[src/design/mdi_pkg.sv]
// Package: types, states and timing constants for the DRAM host controller
package mdi_pkg;

  // ----------------------------------------------------------------------
  // Geometry
  // ----------------------------------------------------------------------
  localparam int unsigned ROW_BITS   = 7;
  localparam int unsigned COL_BITS   = 7;
  localparam int unsigned ADDR_BITS  = ROW_BITS + COL_BITS;
  localparam int unsigned NUM_ROWS   = 128;
  localparam int unsigned ROW_POS    = COL_BITS;  // Row half in upper bits
  localparam int unsigned COL_POS    = 0;

  // ----------------------------------------------------------------------
  // Timing, printed units then cycles at 25 MHz
  // ----------------------------------------------------------------------
  localparam int unsigned CLK_NS          = 40;
  localparam int unsigned REFRESH_MS      = 2;
  // Longest time: round down, spread over all rows
  localparam int unsigned REF_INTERVAL_CYC =
    (REFRESH_MS * 1000000 / CLK_NS) / NUM_ROWS;
  localparam int unsigned WARMUP_CYCLES   = 8;
  // Strobe phase widths in cycles (chosen, plain defaults)
  localparam int unsigned RAS_PRE_CYC     = 2;
  localparam int unsigned RCD_CYC         = 1;
  localparam int unsigned CAS_CYC         = 2;
  localparam int unsigned WE_LAG_CYC      = 1;
  localparam int unsigned CNT_W           = 12;
  localparam logic [CNT_W-1:0] CNT_ZERO   = 12'h000;

  // ----------------------------------------------------------------------
  // Operations
  // ----------------------------------------------------------------------
  typedef enum logic [1:0] {
    MDI_OP_READ  = 2'h0,
    MDI_OP_WRITE = 2'h1,  // Early write
    MDI_OP_RMW   = 2'h2   // Read, then delayed write
  } mdi_op_t;

  typedef struct packed {
    mdi_op_t                op;
    logic [ADDR_BITS-1:0]   addr;
    logic                   wdata;
    logic                   keepRow;  // Page mode: leave row open
  } mdi_req_t;

  typedef struct packed {
    logic                   rasN;
    logic                   casN;
    logic                   weN;
    logic [ROW_BITS-1:0]    addr;
    logic                   dataOut;
  } mdi_pins_t;

  // Gray-coded states along the usual path
  typedef enum logic [3:0] {
    S_IDLE  = 4'h0,
    S_ROW   = 4'h1,
    S_RCD   = 4'h3,
    S_CAS   = 4'h2,
    S_WLATE = 4'h6,
    S_END   = 4'h7,
    S_OPEN  = 4'h5,
    S_PRE   = 4'h4,
    S_REF   = 4'hC
  } mdi_state_t;

endpackage

[src/design/mdi_host.sv]
// Host controller that drives a multiplexed-address 16K x 1 dynamic memory
// Functional notes
// - The 14-bit address goes out on seven pins, row half then column.
// - The column strobe may fall once row hold is met and pins show column.
// - Page mode keeps the row strobe low across column cycles of one row.
// - Page mode works for read, write and read-modify-write.
// - Early write: enable low first, data valid at column strobe fall.
// - Late data or read-modify-write delays write enable; data meets it. Only RMW delays it here; every write is early.
// - Every one of 128 rows is refreshed each 2 ms, row strobe alone.
// - Eight refresh cycles run after power-up before normal use.
`timescale 1ns/100ps

module mdi_host (
  // Clock and reset
  input  wire logic                      core_clk,
  input  wire logic                      rstn,
  // User request port
  input  wire logic                      reqValid,
  input  wire mdi_pkg::mdi_req_t         req,
  output      logic                      reqReady,
  output      logic                      rspValid,
  output      logic                      rspData,
  output      logic                      initDone,
  // Memory pins
  output      mdi_pkg::mdi_pins_t        pins,
  input  wire logic                      memQ
);

  // ----------------------------------------------------------------------
  // Pin synchroniser for the data output of the memory
  // ----------------------------------------------------------------------
  logic qMeta_q;
  logic qSync_q;

  // Two stages before any logic looks at the memory output
  always_ff @(posedge core_clk or negedge rstn) begin
    if (!rstn) begin
      qMeta_q <= 1'b0;
      qSync_q <= 1'b0;
    end else begin
      qMeta_q <= memQ;
      qSync_q <= qMeta_q;
    end
  end

  // ----------------------------------------------------------------------
  // Controller state
  // ----------------------------------------------------------------------
  mdi_pkg::mdi_state_t                    state_q, state_d;
  logic [mdi_pkg::CNT_W-1:0]              cnt_q, cnt_d;
  logic [mdi_pkg::CNT_W-1:0]              refTmr_q, refTmr_d;
  logic                                   refDue_q, refDue_d;
  logic [mdi_pkg::ROW_BITS-1:0]           refRow_q, refRow_d;
  logic [3:0]                             warm_q, warm_d;
  logic [mdi_pkg::ROW_BITS-1:0]           openRow_q, openRow_d;
  mdi_pkg::mdi_req_t                      cur_q, cur_d;
  mdi_pkg::mdi_pins_t                     pins_q, pins_d;
  logic                                   ready_q, ready_d;
  logic                                   rspV_q, rspV_d;
  logic                                   rspD_q, rspD_d;
  logic                                   init_q, init_d;
  logic                                   pend_q, pend_d;

  // Row and column halves of a full address
  function automatic logic [mdi_pkg::ROW_BITS-1:0] rowOf(
    input logic [mdi_pkg::ADDR_BITS-1:0] a);
    rowOf = a[mdi_pkg::ROW_POS +: mdi_pkg::ROW_BITS];
  endfunction

  function automatic logic [mdi_pkg::COL_BITS-1:0] colOf(
    input logic [mdi_pkg::ADDR_BITS-1:0] a);
    colOf = a[mdi_pkg::COL_POS +: mdi_pkg::COL_BITS];
  endfunction

  // Next-state logic for strobes, refresh and requests
  always_comb begin
    state_d   = state_q;
    cnt_d     = cnt_q;
    refTmr_d  = refTmr_q;
    refDue_d  = refDue_q;
    refRow_d  = refRow_q;
    warm_d    = warm_q;
    openRow_d = openRow_q;
    cur_d     = cur_q;
    pins_d    = pins_q;
    ready_d   = 1'b0;
    rspV_d    = 1'b0;
    rspD_d    = rspD_q;
    init_d    = init_q;
    pend_d    = pend_q;

    // Refresh pacing: one row per interval, so 128 rows per 2 ms
    if (refTmr_q == CNT_W_INTERVAL()) begin
      refTmr_d = mdi_pkg::CNT_ZERO;
      refDue_d = 1'b1;
    end else begin
      refTmr_d = refTmr_q + 12'h001;
    end

    case (state_q)
      mdi_pkg::S_IDLE: begin
        pins_d.rasN = 1'b1;
        pins_d.casN = 1'b1;
        pins_d.weN  = 1'b1;
        // A request seen with ready high is always taken; refresh waits
        if (reqValid && ready_q) begin
          cur_d       = req;
          pins_d.addr = rowOf(req.addr);
          state_d     = mdi_pkg::S_ROW;
        end else if (!init_q || refDue_q) begin
          // Row address set up now, strobe falls next cycle
          pins_d.addr = refRow_q;
          cnt_d       = 12'(mdi_pkg::RAS_PRE_CYC);
          state_d     = mdi_pkg::S_REF;
          // A due flag raised this same cycle survives the clear
          if (refTmr_q != CNT_W_INTERVAL()) begin
            refDue_d = 1'b0;
          end
        end else begin
          ready_d = 1'b1;
        end
      end
      mdi_pkg::S_REF: begin
        if (cnt_q == mdi_pkg::CNT_ZERO) begin
          pins_d.rasN = 1'b1;
          refRow_d    = refRow_q + 7'h01;
          if (!init_q) begin
            warm_d = warm_q + 4'h1;
            if (warm_q == 4'(mdi_pkg::WARMUP_CYCLES - 1)) begin
              init_d = 1'b1;
            end
          end
          cnt_d   = 12'(mdi_pkg::RAS_PRE_CYC);
          state_d = mdi_pkg::S_PRE;
        end else begin
          pins_d.rasN = 1'b0;                     // Row strobe only
          cnt_d       = cnt_q - 12'h001;
        end
      end
      mdi_pkg::S_ROW: begin
        // Row address was set up last cycle; drop the row strobe
        pins_d.rasN = 1'b0;
        openRow_d   = rowOf(cur_q.addr);
        cnt_d       = 12'(mdi_pkg::RCD_CYC);
        state_d     = mdi_pkg::S_RCD;
      end
      mdi_pkg::S_RCD: begin
        // Row hold met: swap pins to the column half
        pins_d.addr = colOf(cur_q.addr);
        pins_d.dataOut = cur_q.wdata;
        if (cur_q.op == mdi_pkg::MDI_OP_WRITE) begin
          pins_d.weN = 1'b0;                      // Early write
        end
        if (cnt_q == mdi_pkg::CNT_ZERO) begin
          state_d = mdi_pkg::S_CAS;
        end else begin
          cnt_d = cnt_q - 12'h001;
        end
      end
      mdi_pkg::S_CAS: begin
        // Column strobe falls two cycles after the column address
        pins_d.casN = 1'b0;
        cnt_d       = 12'(mdi_pkg::CAS_CYC + 2);
        state_d     = mdi_pkg::S_WLATE;
      end
      mdi_pkg::S_WLATE: begin
        // Hold column strobe long enough for access plus sync delay
        if (cur_q.op == mdi_pkg::MDI_OP_RMW &&
            cnt_q == 12'(mdi_pkg::CAS_CYC + 2 - mdi_pkg::WE_LAG_CYC -
                         1)) begin
          pins_d.weN = 1'b0;                      // Delayed write
        end
        if (cnt_q == mdi_pkg::CNT_ZERO) begin
          // Read data captured while the column strobe is still low
          if (cur_q.op != mdi_pkg::MDI_OP_WRITE) begin
            rspD_d = qSync_q;
          end
          rspV_d      = 1'b1;
          pins_d.casN = 1'b1;
          pins_d.weN  = 1'b1;
          state_d     = mdi_pkg::S_END;
        end else begin
          cnt_d = cnt_q - 12'h001;
        end
      end
      mdi_pkg::S_END: begin
        // Page mode stays on the open row
        if (cur_q.keepRow && !refDue_q) begin
          state_d = mdi_pkg::S_OPEN;
          ready_d = 1'b1;
        end else begin
          pins_d.rasN = 1'b1;
          cnt_d       = 12'(mdi_pkg::RAS_PRE_CYC);
          state_d     = mdi_pkg::S_PRE;
        end
      end
      mdi_pkg::S_OPEN: begin
        // A request seen with ready high is always taken
        if (reqValid && ready_q) begin
          cur_d = req;
          if (rowOf(req.addr) == openRow_q) begin
            // Same row needs no new row address
            pins_d.addr = colOf(req.addr);
            cnt_d       = mdi_pkg::CNT_ZERO;
            state_d     = mdi_pkg::S_RCD;
          end else begin
            // Other row: close this one, open it after precharge
            pins_d.rasN = 1'b1;
            pend_d      = 1'b1;
            cnt_d       = 12'(mdi_pkg::RAS_PRE_CYC);
            state_d     = mdi_pkg::S_PRE;
          end
        end else if (refDue_q) begin
          pins_d.rasN = 1'b1;
          cnt_d       = 12'(mdi_pkg::RAS_PRE_CYC);
          state_d     = mdi_pkg::S_PRE;
        end else begin
          ready_d = 1'b1;
        end
      end
      mdi_pkg::S_PRE: begin
        // Row precharge before the next row strobe
        if (cnt_q == mdi_pkg::CNT_ZERO) begin
          if (pend_q) begin
            // Deferred page-miss request opens its own row now
            pins_d.addr = rowOf(cur_q.addr);
            pend_d      = 1'b0;
            state_d     = mdi_pkg::S_ROW;
          end else begin
            state_d = mdi_pkg::S_IDLE;
          end
        end else begin
          cnt_d = cnt_q - 12'h001;
        end
      end
      default: begin
        state_d = mdi_pkg::S_IDLE;
      end
    endcase
  end

  // Interval length as a counter-wide constant
  function automatic logic [mdi_pkg::CNT_W-1:0] CNT_W_INTERVAL();
    CNT_W_INTERVAL = 12'(mdi_pkg::REF_INTERVAL_CYC - 1);
  endfunction

  // Register stage; strobes idle high out of reset
  always_ff @(posedge core_clk or negedge rstn) begin
    if (!rstn) begin
      state_q   <= mdi_pkg::S_IDLE;
      cnt_q     <= mdi_pkg::CNT_ZERO;
      refTmr_q  <= mdi_pkg::CNT_ZERO;
      refDue_q  <= 1'b0;
      refRow_q  <= 7'h00;
      warm_q    <= 4'h0;
      openRow_q <= 7'h00;
      cur_q     <= '0;
      pins_q    <= '{rasN: 1'b1, casN: 1'b1, weN: 1'b1,
                     addr: 7'h00, dataOut: 1'b0};
      ready_q   <= 1'b0;
      rspV_q    <= 1'b0;
      rspD_q    <= 1'b0;
      init_q    <= 1'b0;
      pend_q    <= 1'b0;
    end else begin
      state_q   <= state_d;
      cnt_q     <= cnt_d;
      refTmr_q  <= refTmr_d;
      refDue_q  <= refDue_d;
      refRow_q  <= refRow_d;
      warm_q    <= warm_d;
      openRow_q <= openRow_d;
      cur_q     <= cur_d;
      pins_q    <= pins_d;
      ready_q   <= ready_d;
      rspV_q    <= rspV_d;
      rspD_q    <= rspD_d;
      init_q    <= init_d;
      pend_q    <= pend_d;
    end
  end

  // Outputs straight from flip-flops
  assign pins     = pins_q;
  assign reqReady = ready_q;
  assign rspValid = rspV_q;
  assign rspData  = rspD_q;
  assign initDone = init_q;

endmodule

[config.mk]
export PLATFORM = sky130hd
export DESIGN_NAME = mdi_host
export DESIGN_NICKNAME = d
export VERILOG_FILES = /design/src/design/mdi_pkg.sv /design/src/design/mdi_host.sv
export SDC_FILE = /design/constraint.sdc
export NUM_CORES = 1
export LEC_CHECK = 0
export ABC_AREA = 1
export BUFFER_PORTS_ARGS = -buffer_cell sky130_fd_sc_hd__buf_4
export CORE_MARGIN = 2
export CORE_UTILIZATION = 30
export DETAILED_ROUTE_END_ITERATION = 10
export RECOVER_POWER = 100
export SYNTH_ARGS = -nofsm -noshare
export SYNTH_HDL_FRONTEND = slang
export SYNTH_SLANG_ARGS = --single-unit
export TNS_END_PERCENT = 30
[constraint.sdc]
create_clock -name core_clk -period 3.04 [get_ports core_clk]
set_input_delay 0.608 -clock core_clk [delete_from_list [all_inputs] [get_ports core_clk]]
set_output_delay 0.608 -clock core_clk [all_outputs]
set_load 0.01 [all_outputs]
==> metrics.csv <==
metric,value,unit
Synth Cell Area,4642,µm²
largest net degree at the start of global routing,52,
Mapped Cells,593,
Initial Utilization,30.65,%
final setup fails,0,
synth warn,0,
Global Route Usage Sum,13.91,%
fill count,1589,
die boundary width,128.4,µm
Synth-to-Final Area Change,14.18,%
post-cts hold buffer count,0,
Synth Area in Simple Gates,33.45,%
GR Overflow Total,0,
Clock Latency Late Sink,0.35,ns
min-delay src,memQ,
Max-slew headroom,15.11,%
FF-to-FF Start,state_q[3],
clock sinks,83,
DRT iter0 DRCs,238,
Final period util,77.02,%
maximum VDD drop,0.2379,mV
# diodes,0,
Tot Pwr,2.268,mW
GPL Wtd Cong,0.8656,
IO Port Bufs,36,
Mapped Nets,622,
clock buffer count from CTS,9,
final clock skew,0.003268,ns
vias post-DR,3857,
vias per cell,4.647,
static leakage,2.686,nW
adder-cell area share of the yosys netlist,1.887,%
dpl hpwl,7.896,mm
met3 WL,447,µm
vias in the first global route,3670,
top sig layer,met4,
fin. max-slew vios,0,
mux contribution to synthesized area,0.9704,%
Worst EP required,3.33,ns
dominant cell type by area after synthesis,dfrtp_1,
Total Wirelength,10.88,mm
"Seq/Total Area, Yosys",44.82,%
CTS tree,done,
met2 WL,4.767,mm
Core Rows,45,
Fin Setup TNS,0,ns
Die ar.,16480,µm²
critical path startpoint category,flip-flop,
synthesized flop and latch total,83,
share of cells above drive strength 1,11.68,%
crit path kind,reg -> reg,
asr flop ratio synth,100.0,%
CTS max path bufs,2,
most area-consuming cells after synthesis,"dfrtp_1, nand2_1, inv_1",
outcome,"complete, no violations",
critical path startpoint,state_q[3],
I/O pins,37,
DIE HEIGHT,128.4,µm
CTS H-Tree Depth,3,
M1 wire length,5.491,mm
Post-CTS Setup Repair Bufs,0,
crit path time final,2.341,ns
crit path DAT,2.63,ns
Synth Area in XOR/XNOR,3.585,%
top_reg_cell synth,dfrtp_1,
Core Region,15150,µm²
Yosys cell types,42,
CTS root buf,clkbuf_16,
drt wl/cell,13.11,µm
antenna violations before repair,0,
unrepaired setup endpoints after global routing,false,
DRC,0,
Nets,667,
clk slew on worst S/H paths,0.06,ns
post-synth top area share,43.13,%
Mean Syn Cell Area,7.828,µm²
post-synthesis compound-gate area fraction,8.437,%
Pre-Repair DR Iteration Count,5,
Final ANT Viol Nets,0,
Worst setup EP type,flip-flop,
pwr dens,427.9,nW/µm²
"Gates resized, CTS repair",0,
CP Max Fanout,13,
"EDFF count, synth",0,
Final Hold Viols,0,
FMAX,427.1,MHz
main combinational cell family by area after synthesis,simple AND/OR/NAND/NOR gates,
Max-Cap Viols,0,
Worst Hold Class,in -> reg,
Slew @ Worst Pin,1.273,ns
most frequent cells in the layout,"nand2_1, dfrtp_1, inv_1, nand3_1, nor2_1",
first-pass GRT wire length,18.15,mm
"commonest non-fill, non-tap cell in the layout",nand2_1,
## stage by stage
step	util, %	cells	hold slack [ns]	instance area, µm²	worst slack, ns
6_report	34.99	830	0.3866	5300	0.6985
5_1_grt	34.99	830	0.3773	5300	0.4580
4_1_cts	35.84	830	0.3161	5429	1.054
3_5_place_dp	33.91	815	0.3765	5136	0.8841
3_3_place_gp	33.91	815	0.3773	5136	0.9196
2_1_floorplan	-	593	0.3124	4642	1.342
## power breakdown
| part | internal, mW | switching [mW] |
|---|---|---|
| Combinational | 0.0221 | 0.0374 |
| Sequential | 1.11 | 0.000979 |
| Clock | 0.633 | 0.468 |
| Total | 1.76 | 0.506 |
## cell families after synthesis
kind of cell,count (synthesis)
compound gates,66
xor+xnor,19
fa+ha+maj,7
buf+inv,78
flops,83
mux,4
simple gates,336
## routing by layer
metal	track usage [%]	up-vias
li1	-	1983
met1	19.53	1779
met2	21.53	78
met3	2.744	17
met4	4.719	0
met5	0	-
## registers in the layout, indices dropped and copies added, names as in the netlist
signal,count
refRow_q,7
warm_q,4
state_q,4
openRow_q,7
pins,11
rspValid,1
cur_q,18
qMeta_q,1
qSync_q,1
initDone,1
rspData,1
reqReady,1
cnt_q,12
refDue_q,1
refTmr_q,12
pend_q,1
## worst paths after layout
check / cells past startpoint / slack [ns] / end
worst min register to register: 0 / 0.39 / qSync_q
worst max-delay path: 10 / 0.70 / cnt_q[4]
worst max register to register: 10 / 0.70 / cnt_q[4]
worst min-delay path: 1 / 0.39 / qMeta_q
min in group asynchronous: 1 / 0.53 / openRow_q[1]
max in group asynchronous: 2 / 1.19 / refTmr_q[9]
## final cells by class
type	count	area (µm²)	share of cell area, %
timing repair buffer	41	245.2	4.627
clock inverter	6	67.56	1.275
multi-input combinational	432	2178	41.10
inverter	71	267.8	5.052
clock buffer	9	225.2	4.249
sequential	83	2081	39.26
tap	188	235.2	4.438
## critical path, stage by stage (launching register included)
cell        delay [ns]
dfrtp_1           0.46
clkinvlp_2        0.36
nand2_1           0.35
nor2_8            0.10
nor2_4            0.16
nand2_4           0.11
nand3_1           0.12
nand2_2           0.16
inv_2             0.25
o21ai_0           0.13
nand2_1           0.08
## cell usage after synthesis, types with 2 or more instances
cell type    n
a21oi_1      8
buf_2        2
buf_6        2
clkinv_1     2
dfrtp_1     80
dfstp_2      3
ha_1         7
inv_1       60
inv_2        8
mux2_2       4
nand2_1    200
nand2_2      9
nand2_4      5
nand3_1     45
nand3_2      3
nand4_1      8
nor2_1      41
nor2_2       4
nor2_4       6
nor2_8       2
nor3_1       6
o2111ai_1    7
o211ai_1     3
o21ai_0     41
o21ai_2      2
or2_2        2
xnor2_1      7
xor2_1      12
(Power assumes the default switching activity.)
